==> src/bce_pkg.sv <==
// Shared constants for the branch condition evaluator.
// Assumes a 32-bit AXI4-Lite register bus and an 8-bit flags byte.
package bce_pkg;

  // ------------------------------------------------------------
  // Opcode and flag layout
  // ------------------------------------------------------------
  localparam int unsigned COND_HI = 7;
  localparam int unsigned COND_LO = 4;
  localparam int unsigned FLAG_CARRY = 7;
  localparam int unsigned FLAG_ZERO = 6;
  localparam int unsigned FLAG_SIGN = 5;
  localparam int unsigned FLAG_OVERFLOW = 4;

  // ------------------------------------------------------------
  // Condition field encodings
  // ------------------------------------------------------------
  localparam logic [3:0] COND_NEVER = 4'h0;
  localparam logic [3:0] COND_LT = 4'h1;
  localparam logic [3:0] COND_LE = 4'h2;
  localparam logic [3:0] COND_ULE = 4'h3;
  localparam logic [3:0] COND_OV = 4'h4;
  localparam logic [3:0] COND_MINUS = 4'h5;
  localparam logic [3:0] COND_ZERO = 4'h6;
  localparam logic [3:0] COND_CARRY = 4'h7;
  localparam logic [3:0] COND_ALWAYS = 4'h8;
  localparam logic [3:0] COND_GE = 4'h9;
  localparam logic [3:0] COND_GT = 4'ha;
  localparam logic [3:0] COND_UGT = 4'hb;
  localparam logic [3:0] COND_NOV = 4'hc;
  localparam logic [3:0] COND_PLUS = 4'hd;
  localparam logic [3:0] COND_NZERO = 4'he;
  localparam logic [3:0] COND_NCARRY = 4'hf;

  // ------------------------------------------------------------
  // Register map
  // ------------------------------------------------------------
  localparam int unsigned ADDR_W = 8;
  localparam logic [7:0] REG_CTRL = 8'h00;
  localparam logic [7:0] REG_STATUS = 8'h04;
  localparam logic [7:0] REG_TAKEN_CNT = 8'h08;
  localparam logic [7:0] REG_SKIP_CNT = 8'h0c;
  localparam int unsigned CTRL_STATS_EN = 0;
  localparam int unsigned CTRL_CLEAR = 1;
  localparam logic CTRL_STATS_RESET = 1'b1;
  localparam logic [1:0] RESP_OKAY = 2'h0;
  localparam logic [1:0] RESP_SLVERR = 2'h2;

endpackage

==> src/bce_branch_eval.sv <==
// Branch condition evaluator with an AXI4-Lite statistics/status slave.
// Assumes opcode, strobes and flags come from logic on clk_i.
//
// Function
// - The condition field is taken from bits 7:4 of the first byte of both conditional jump kinds.
// - Only carry, zero, sign and overflow enter the test; half-carry and decimal flags are ignored.
// - Field 0000 never jumps and field 1000 always jumps, whatever the flags.
// - Field 0001 jumps when sign xor overflow is one, field 1001 when it is zero.
// - Field 0010 jumps when zero or (sign xor overflow) is one, field 1010 when it is zero.
// - Field 0011 jumps when carry or zero is one, field 1011 only when both are zero.
// - Fields 0100-0111 jump on overflow, sign, zero, carry set; 1100-1111 on the same flags clear.
// - The decision depends only on the 4-bit field, so alternative spellings behave identically.
// - The jump is taken only when the test is true, otherwise the next instruction follows.
//
// The register offsets and the AXI4-Lite register port were left to the implementer.
`timescale 1ns/10ps
module bce_branch_eval (
  input wire logic clk_i,
  input wire logic reset_i,
  input wire logic [7:0] opcode_i,
  input wire logic absolute_conditional_jump_i,
  input wire logic relative_conditional_jump_i,
  input wire logic [7:0] flags_i,
  output logic branch_taken_o,
  input wire logic [bce_pkg::ADDR_W-1:0] s_axi_awaddr,
  input wire logic s_axi_awvalid,
  output logic s_axi_awready,
  input wire logic [31:0] s_axi_wdata,
  input wire logic [3:0] s_axi_wstrb,
  input wire logic s_axi_wvalid,
  output logic s_axi_wready,
  output logic [1:0] s_axi_bresp,
  output logic s_axi_bvalid,
  input wire logic s_axi_bready,
  input wire logic [bce_pkg::ADDR_W-1:0] s_axi_araddr,
  input wire logic s_axi_arvalid,
  output logic s_axi_arready,
  output logic [31:0] s_axi_rdata,
  output logic [1:0] s_axi_rresp,
  output logic s_axi_rvalid,
  input wire logic s_axi_rready
);

  // ------------------------------------------------------------
  // Condition evaluation
  // ------------------------------------------------------------
  function automatic logic cond_true(input logic [3:0] branch_predicate_field, input logic [7:0] flags);
    logic c;
    logic z;
    logic s;
    logic v;
    logic base;
    c = flags[bce_pkg::FLAG_CARRY];
    z = flags[bce_pkg::FLAG_ZERO];
    s = flags[bce_pkg::FLAG_SIGN];
    v = flags[bce_pkg::FLAG_OVERFLOW];
    // Low three bits pick test
    // Top bit only inverts, so each pair shares one test term
    case (branch_predicate_field[2:0])
      bce_pkg::COND_NEVER[2:0]: base = 1'b0;
      bce_pkg::COND_LT[2:0]: base = s ^ v;
      bce_pkg::COND_LE[2:0]: base = z | (s ^ v);
      bce_pkg::COND_ULE[2:0]: base = c | z;
      bce_pkg::COND_OV[2:0]: base = v;
      bce_pkg::COND_MINUS[2:0]: base = s;
      bce_pkg::COND_ZERO[2:0]: base = z;
      bce_pkg::COND_CARRY[2:0]: base = c;
      default: base = 1'b0;
    endcase
    return base ^ branch_predicate_field[3];
  endfunction

  logic cond_jump;
  logic [3:0] branch_predicate_field;
  logic cond_met;
  logic decision;

  always_comb begin
    cond_jump = absolute_conditional_jump_i | relative_conditional_jump_i;
    branch_predicate_field = opcode_i[bce_pkg::COND_HI:bce_pkg::COND_LO];
    // Only C Z S V used
    cond_met = cond_true(branch_predicate_field, flags_i);
    decision = cond_jump & cond_met;
  end

  // Same-cycle decision
  // The program counter needs this in the decode cycle, so it is not registered
  assign branch_taken_o = decision;

  // ------------------------------------------------------------
  // Statistics and status state
  // ------------------------------------------------------------
  logic stats_en;
  logic [31:0] taken_cnt;
  logic [31:0] skip_cnt;
  logic [3:0] last_field;
  logic last_taken;
  logic last_relative;
  logic next_stats_en;
  logic [31:0] next_taken_cnt;
  logic [31:0] next_skip_cnt;
  logic [3:0] next_last_field;
  logic next_last_taken;
  logic next_last_relative;

  // ------------------------------------------------------------
  // AXI4-Lite slave state
  // ------------------------------------------------------------
  logic aw_got;
  logic w_got;
  logic [bce_pkg::ADDR_W-1:0] wr_addr;
  logic [31:0] wr_data;
  logic [3:0] wr_strb;
  logic next_aw_got;
  logic next_w_got;
  logic [bce_pkg::ADDR_W-1:0] next_wr_addr;
  logic [31:0] next_wr_data;
  logic [3:0] next_wr_strb;
  logic next_awready;
  logic next_wready;
  logic next_bvalid;
  logic [1:0] next_bresp;
  logic next_arready;
  logic next_rvalid;
  logic [31:0] next_rdata;
  logic [1:0] next_rresp;
  logic do_write;
  logic clear_req;

  always_comb begin
    next_aw_got = aw_got;
    next_w_got = w_got;
    next_wr_addr = wr_addr;
    next_wr_data = wr_data;
    next_wr_strb = wr_strb;
    next_bvalid = s_axi_bvalid;
    next_bresp = s_axi_bresp;
    next_rvalid = s_axi_rvalid;
    next_rdata = s_axi_rdata;
    next_rresp = s_axi_rresp;
    do_write = 1'b0;
    if (s_axi_awvalid && s_axi_awready) begin
      next_aw_got = 1'b1;
      next_wr_addr = s_axi_awaddr;
    end
    if (s_axi_wvalid && s_axi_wready) begin
      next_w_got = 1'b1;
      next_wr_data = s_axi_wdata;
      next_wr_strb = s_axi_wstrb;
    end
    if (s_axi_bvalid && s_axi_bready) begin
      next_bvalid = 1'b0;
    end
    // Write commits once both halves are held and no response is pending
    if (aw_got && w_got && !s_axi_bvalid) begin
      do_write = 1'b1;
      next_aw_got = 1'b0;
      next_w_got = 1'b0;
      next_bvalid = 1'b1;
      case (wr_addr)
        bce_pkg::REG_CTRL, bce_pkg::REG_STATUS, bce_pkg::REG_TAKEN_CNT, bce_pkg::REG_SKIP_CNT: begin
          next_bresp = bce_pkg::RESP_OKAY;
        end
        default: next_bresp = bce_pkg::RESP_SLVERR;
      endcase
    end
    if (s_axi_rvalid && s_axi_rready) begin
      next_rvalid = 1'b0;
    end
    if (s_axi_arvalid && s_axi_arready) begin
      next_rvalid = 1'b1;
      next_rresp = bce_pkg::RESP_OKAY;
      case (s_axi_araddr)
        bce_pkg::REG_CTRL: next_rdata = {31'h0, stats_en};
        bce_pkg::REG_STATUS: next_rdata = {26'h0, last_relative, last_taken, last_field};
        bce_pkg::REG_TAKEN_CNT: next_rdata = taken_cnt;
        bce_pkg::REG_SKIP_CNT: next_rdata = skip_cnt;
        default: begin
          next_rdata = 32'h0;
          next_rresp = bce_pkg::RESP_SLVERR;
        end
      endcase
    end
    next_awready = !next_aw_got && !next_bvalid;
    next_wready = !next_w_got && !next_bvalid;
    next_arready = !next_rvalid;
  end

  always_ff @(posedge clk_i or posedge reset_i) begin
    if (reset_i) begin
      aw_got <= 1'b0;
      w_got <= 1'b0;
      wr_addr <= '0;
      wr_data <= 32'h0;
      wr_strb <= 4'h0;
      s_axi_awready <= 1'b1;
      s_axi_wready <= 1'b1;
      s_axi_bvalid <= 1'b0;
      s_axi_bresp <= bce_pkg::RESP_OKAY;
      s_axi_arready <= 1'b1;
      s_axi_rvalid <= 1'b0;
      s_axi_rdata <= 32'h0;
      s_axi_rresp <= bce_pkg::RESP_OKAY;
    end else begin
      aw_got <= next_aw_got;
      w_got <= next_w_got;
      wr_addr <= next_wr_addr;
      wr_data <= next_wr_data;
      wr_strb <= next_wr_strb;
      s_axi_awready <= next_awready;
      s_axi_wready <= next_wready;
      s_axi_bvalid <= next_bvalid;
      s_axi_bresp <= next_bresp;
      s_axi_arready <= next_arready;
      s_axi_rvalid <= next_rvalid;
      s_axi_rdata <= next_rdata;
      s_axi_rresp <= next_rresp;
    end
  end

  // ------------------------------------------------------------
  // Statistics update
  // ------------------------------------------------------------
  always_comb begin
    next_stats_en = stats_en;
    next_last_field = last_field;
    next_last_taken = last_taken;
    next_last_relative = last_relative;
    clear_req = 1'b0;
    if (do_write && wr_addr == bce_pkg::REG_CTRL && wr_strb[0]) begin
      next_stats_en = wr_data[bce_pkg::CTRL_STATS_EN];
      clear_req = wr_data[bce_pkg::CTRL_CLEAR];
    end
    // Clear first, then count, so a jump in the clear cycle is kept
    next_taken_cnt = clear_req ? 32'h0 : taken_cnt;
    next_skip_cnt = clear_req ? 32'h0 : skip_cnt;
    if (cond_jump && stats_en) begin
      next_last_field = branch_predicate_field;
      next_last_taken = decision;
      next_last_relative = relative_conditional_jump_i;
      if (decision) begin
        next_taken_cnt = next_taken_cnt + 32'h1;
      end else begin
        next_skip_cnt = next_skip_cnt + 32'h1;
      end
    end
  end

  always_ff @(posedge clk_i or posedge reset_i) begin
    if (reset_i) begin
      stats_en <= bce_pkg::CTRL_STATS_RESET;
      taken_cnt <= 32'h0;
      skip_cnt <= 32'h0;
      last_field <= 4'h0;
      last_taken <= 1'b0;
      last_relative <= 1'b0;
    end else begin
      stats_en <= next_stats_en;
      taken_cnt <= next_taken_cnt;
      skip_cnt <= next_skip_cnt;
      last_field <= next_last_field;
      last_taken <= next_last_taken;
      last_relative <= next_last_relative;
    end
  end

endmodule

==> config.mk <==
export PLATFORM = sky130hd
export DESIGN_NAME = bce_branch_eval
export DESIGN_NICKNAME = d
export VERILOG_FILES = /design/src/bce_pkg.sv /design/src/bce_branch_eval.sv
export SDC_FILE = /design/constraint.sdc
export NUM_CORES = 1
export LEC_CHECK = 0
export ABC_AREA = 1
export BUFFER_PORTS_ARGS = -buffer_cell sky130_fd_sc_hd__buf_4
export CAP_MARGIN = 20
export CORE_MARGIN = 10
export CORE_UTILIZATION = 55
export DETAILED_ROUTE_END_ITERATION = 8
export PLACE_DENSITY = 0.88
export SLEW_MARGIN = 20
export SYNTH_ARGS = -nofsm -noshare
export SYNTH_HDL_FRONTEND = slang
export SYNTH_SLANG_ARGS = --single-unit
==> constraint.sdc <==
create_clock -name clk_i -period 9.8 [get_ports clk_i]
set_clock_uncertainty 0.05 [all_clocks]
set_input_delay 0.98 -clock clk_i [delete_from_list [all_inputs] [get_ports clk_i]]
set_output_delay 0.98 -clock clk_i [all_outputs]
set_load 0.1 [all_outputs]
==> results.cfg <==
[run_status]
status = finished, final reports clean

[worst_hold_path]
min_delay_worst_endpoint = s_axi_arready
min_path_type = register to register
holdPathStages = 1
min_from = s_axi_rvalid

[setup_path]
worstPathCellList = buf_4 > o21ai_0 > nand3_2 > nand4_2 > nand3_1 > inv_1 > buf_4
r2r_setup_slack_ns = 6.72
required_ns = 8.77
slowest_stage = buf_4
slowest_delay_ns = 0.30
r2r-end = skip_cnt[18]
cp-start-kind = input pin
arrival_ns = 2.27
cp_max_fo = 5
reg2reg_depth = 13
rr_startpoint = wr_strb[0]
crit_path_end_kind = primary output
crit_type = input pin to primary output
path_common_cell = buf_4

[detailed_routing]
ant_nets = 0
avgViaCountPerCell = 5.22
drt_first_pass_iters = 6
initialDrtViolationCount = 645
dr_total_vias = 6074
drt_wl_total_um = 16400
drc = 0
wl_per_cell_um = 14.1

[sta]
fmax_mhz = 303
setup_viol = 0
tightest_slew_ns = 1.06
fin_setup_tns_ns = 0
hold_violations = 0
period_needed_ns = 3.30
hold_ws_ns = 0.398
final.period_utilization = 0.336
slew_headroom = 0.292
drv_slew = 0
grt_setup_unrepaired = false

[global_routing]
grt.met2_usage = 0.300
grt_usage = 0.187
grt_busiest_layer = met2
use_met1 = 0.235
antenna_found_initial = 0
grt_pass1_vias = 5816
grt_max_degree = 90
grt_overflow = 0
met3_usage = 0.0484
grt_pass1_wl_um = 27300

[yosys]
yosys.area.top_type = dfrtp_1
synth_top_family_by_area = simple AND/OR/NAND/NOR gates
synth_top_area_frac = 0.433
avgSynthCellArea_um2 = 7.57
synth_simple_gate_area_frac = 0.347
synthMuxAreaShare = 0
synth_common_cells = nand2_1 (290), inv_1 (139), dfrtp_1 (119)
synth-async-reset-ratio = 1.00
synth_fa_ha_area_frac = 0.00364
syn_inst = 909
synth_warnings = 0
yosysMostFrequentCell = nand2_1
ys_types = 43
synth.area.top_cells = dfrtp_1 (43%), nand2_1 (16%), inv_1 (7.6%)
synth.cell_area_um2 = 6880
ys_seq_area_frac = 0.448
synth_xor_area_frac = 0.0573
synth_ff_type = dfrtp_1
synth_compound_area_frac = 0.0453
synth_edf_count = 0
synth_seq_cells = 123

[final_layout]
fin_nets = 1062
diodes = 0
syn_to_final_growth_pct = 17.9
drive_above_1_share = 0.165

[pwr]
ir_drop_v = 0.000279
power.density_nw_per_um2 = 235
power_leakage_nw = 4.59

[die]
num_rows = 40
core-area_um2 = 12100
chipHeight_um = 132
die_w_um = 132
dieArea_um2 = 17400
initial_utilization = 0.568
ios = 119

[clocking]
numCtsBuffers = 17
clockBufferDepth = 2
cts_hold_buf = 0
clockRootBuffer = clkbuf_16
cts_sinks = 123
ctsResizeCount = 0
cts_setup_buffers = 0
htree_levels = 4
cts.reportedPaths.clkPinSlew_ns = 0.05
cts_tree = built
clock_latency_ns = 0.42

[run]
drv_cap = 0

[placed_design]
dp_hpwl_um = 11800
numPortBuffers = 75
finalWeightedCongestion = 0.949
how the worst max path moves through the flow:
stage	from	end	cells past startpoint	slack, ns
floorplan	reset_i	aw_got	1	5.51
global placement	opcode_i[4]	branch_taken_o	7	6.58
detailed placement	opcode_i[4]	branch_taken_o	7	6.49
CTS	opcode_i[4]	branch_taken_o	7	6.47
global route	opcode_i[4]	branch_taken_o	7	6.39
finish	opcode_i[4]	branch_taken_o	7	6.50
sequential cells by signal, indices dropped and copies added, names as in the netlist, 2 cells and up:
register	count
wr_data	2
skip_cnt	32
last_field	4
wr_addr	8
s_axi_rdata	32
taken_cnt	32
critical path, delay by kind of cell:
kind / cells / cell delay, ns
buffers and inverters: 3 / 0.58
AO/OA/AOI/OAI: 1 / 0.23
AND/OR/NAND/NOR: 3 / 0.46
final cells by class:
type / count / area [um^2]
fill: 987 / 4000
multi-input combinational: 619 / 3130
sequential: 123 / 3080
timing repair buffer: 79 / 613
inverter: 143 / 539
clock buffer: 23 / 468
tap: 168 / 210
clock inverter: 8 / 70.1
placed cells by master, fill, tap and decap left out, types with 2 or more instances in the layout:
cell type	n
nand2_1	289
inv_1	138
dfrtp_1	119
nor2_1	84
buf_4	78
nand3_1	50
o21ai_0	36
xor2_1	29
nand4_1	19
nor3_1	17
clkbuf_16	17
xnor2_1	16
o22ai_1	11
nor2_2	9
nand2_2	8
nand3_2	7
nor2_4	7
clkinv_2	5
nand4_2	4
clkbuf_1	4
dfstp_2	4
inv_2	3
nand2_4	3
and3_1	3
nor3_2	2
o21ai_1	2
a21oi_1	2
a221oi_1	2
or2_2	2
nand3_4	2
nor2_8	2
ha_1	2
conb_1	2
clkbuf_8	2
clkinvlp_4	2
report_power, final:
group,internal [mW],total [mW],switching (mW),leakage (nW)
clock network,0.357,0.570,0.213,0.263
registers,0.630,0.718,0.0886,1.42
logic,0.181,0.619,0.439,2.90
total,1.17,1.91,0.740,4.59
through the flow:
| stage | area (um^2) | util | std cells | setup slack, ns | power (mW) |
|---|---|---|---|---|---|
| finish | 8110 | 0.670 | 1163 | 6.50 | 1.91 |
| global placement | 7540 | 0.623 | 1131 | 6.58 | 1.30 |
| global route | 8110 | 0.670 | 1163 | 6.39 | 2.02 |
| CTS | 8080 | 0.667 | 1162 | 6.47 | 1.90 |
| floorplan | 6890 | - | 910 | 5.51 | 1.18 |
| detailed placement | 7540 | 0.623 | 1131 | 6.49 | 1.33 |
per-layer routing:
layer / share of wire / vias up / wire length (um)
li1: - / 2960 / -
met1: 0.43 / 2826 / 6980
met2: 0.48 / 252 / 7790
met3: 0.077 / 36 / 1260
met4: 0.021 / 0 / 337
met5: 0 / - / 0
cell families after synthesis:
logic type | after synthesis
and+or+nand+nor | 514
AOI/OAI and AO/OA | 56
other | 1
xor gates and xnor gates | 45
DFF | 123
adders and majority gates | 2
buffers and inverters | 168
Power figures use the tool's default switching activity.
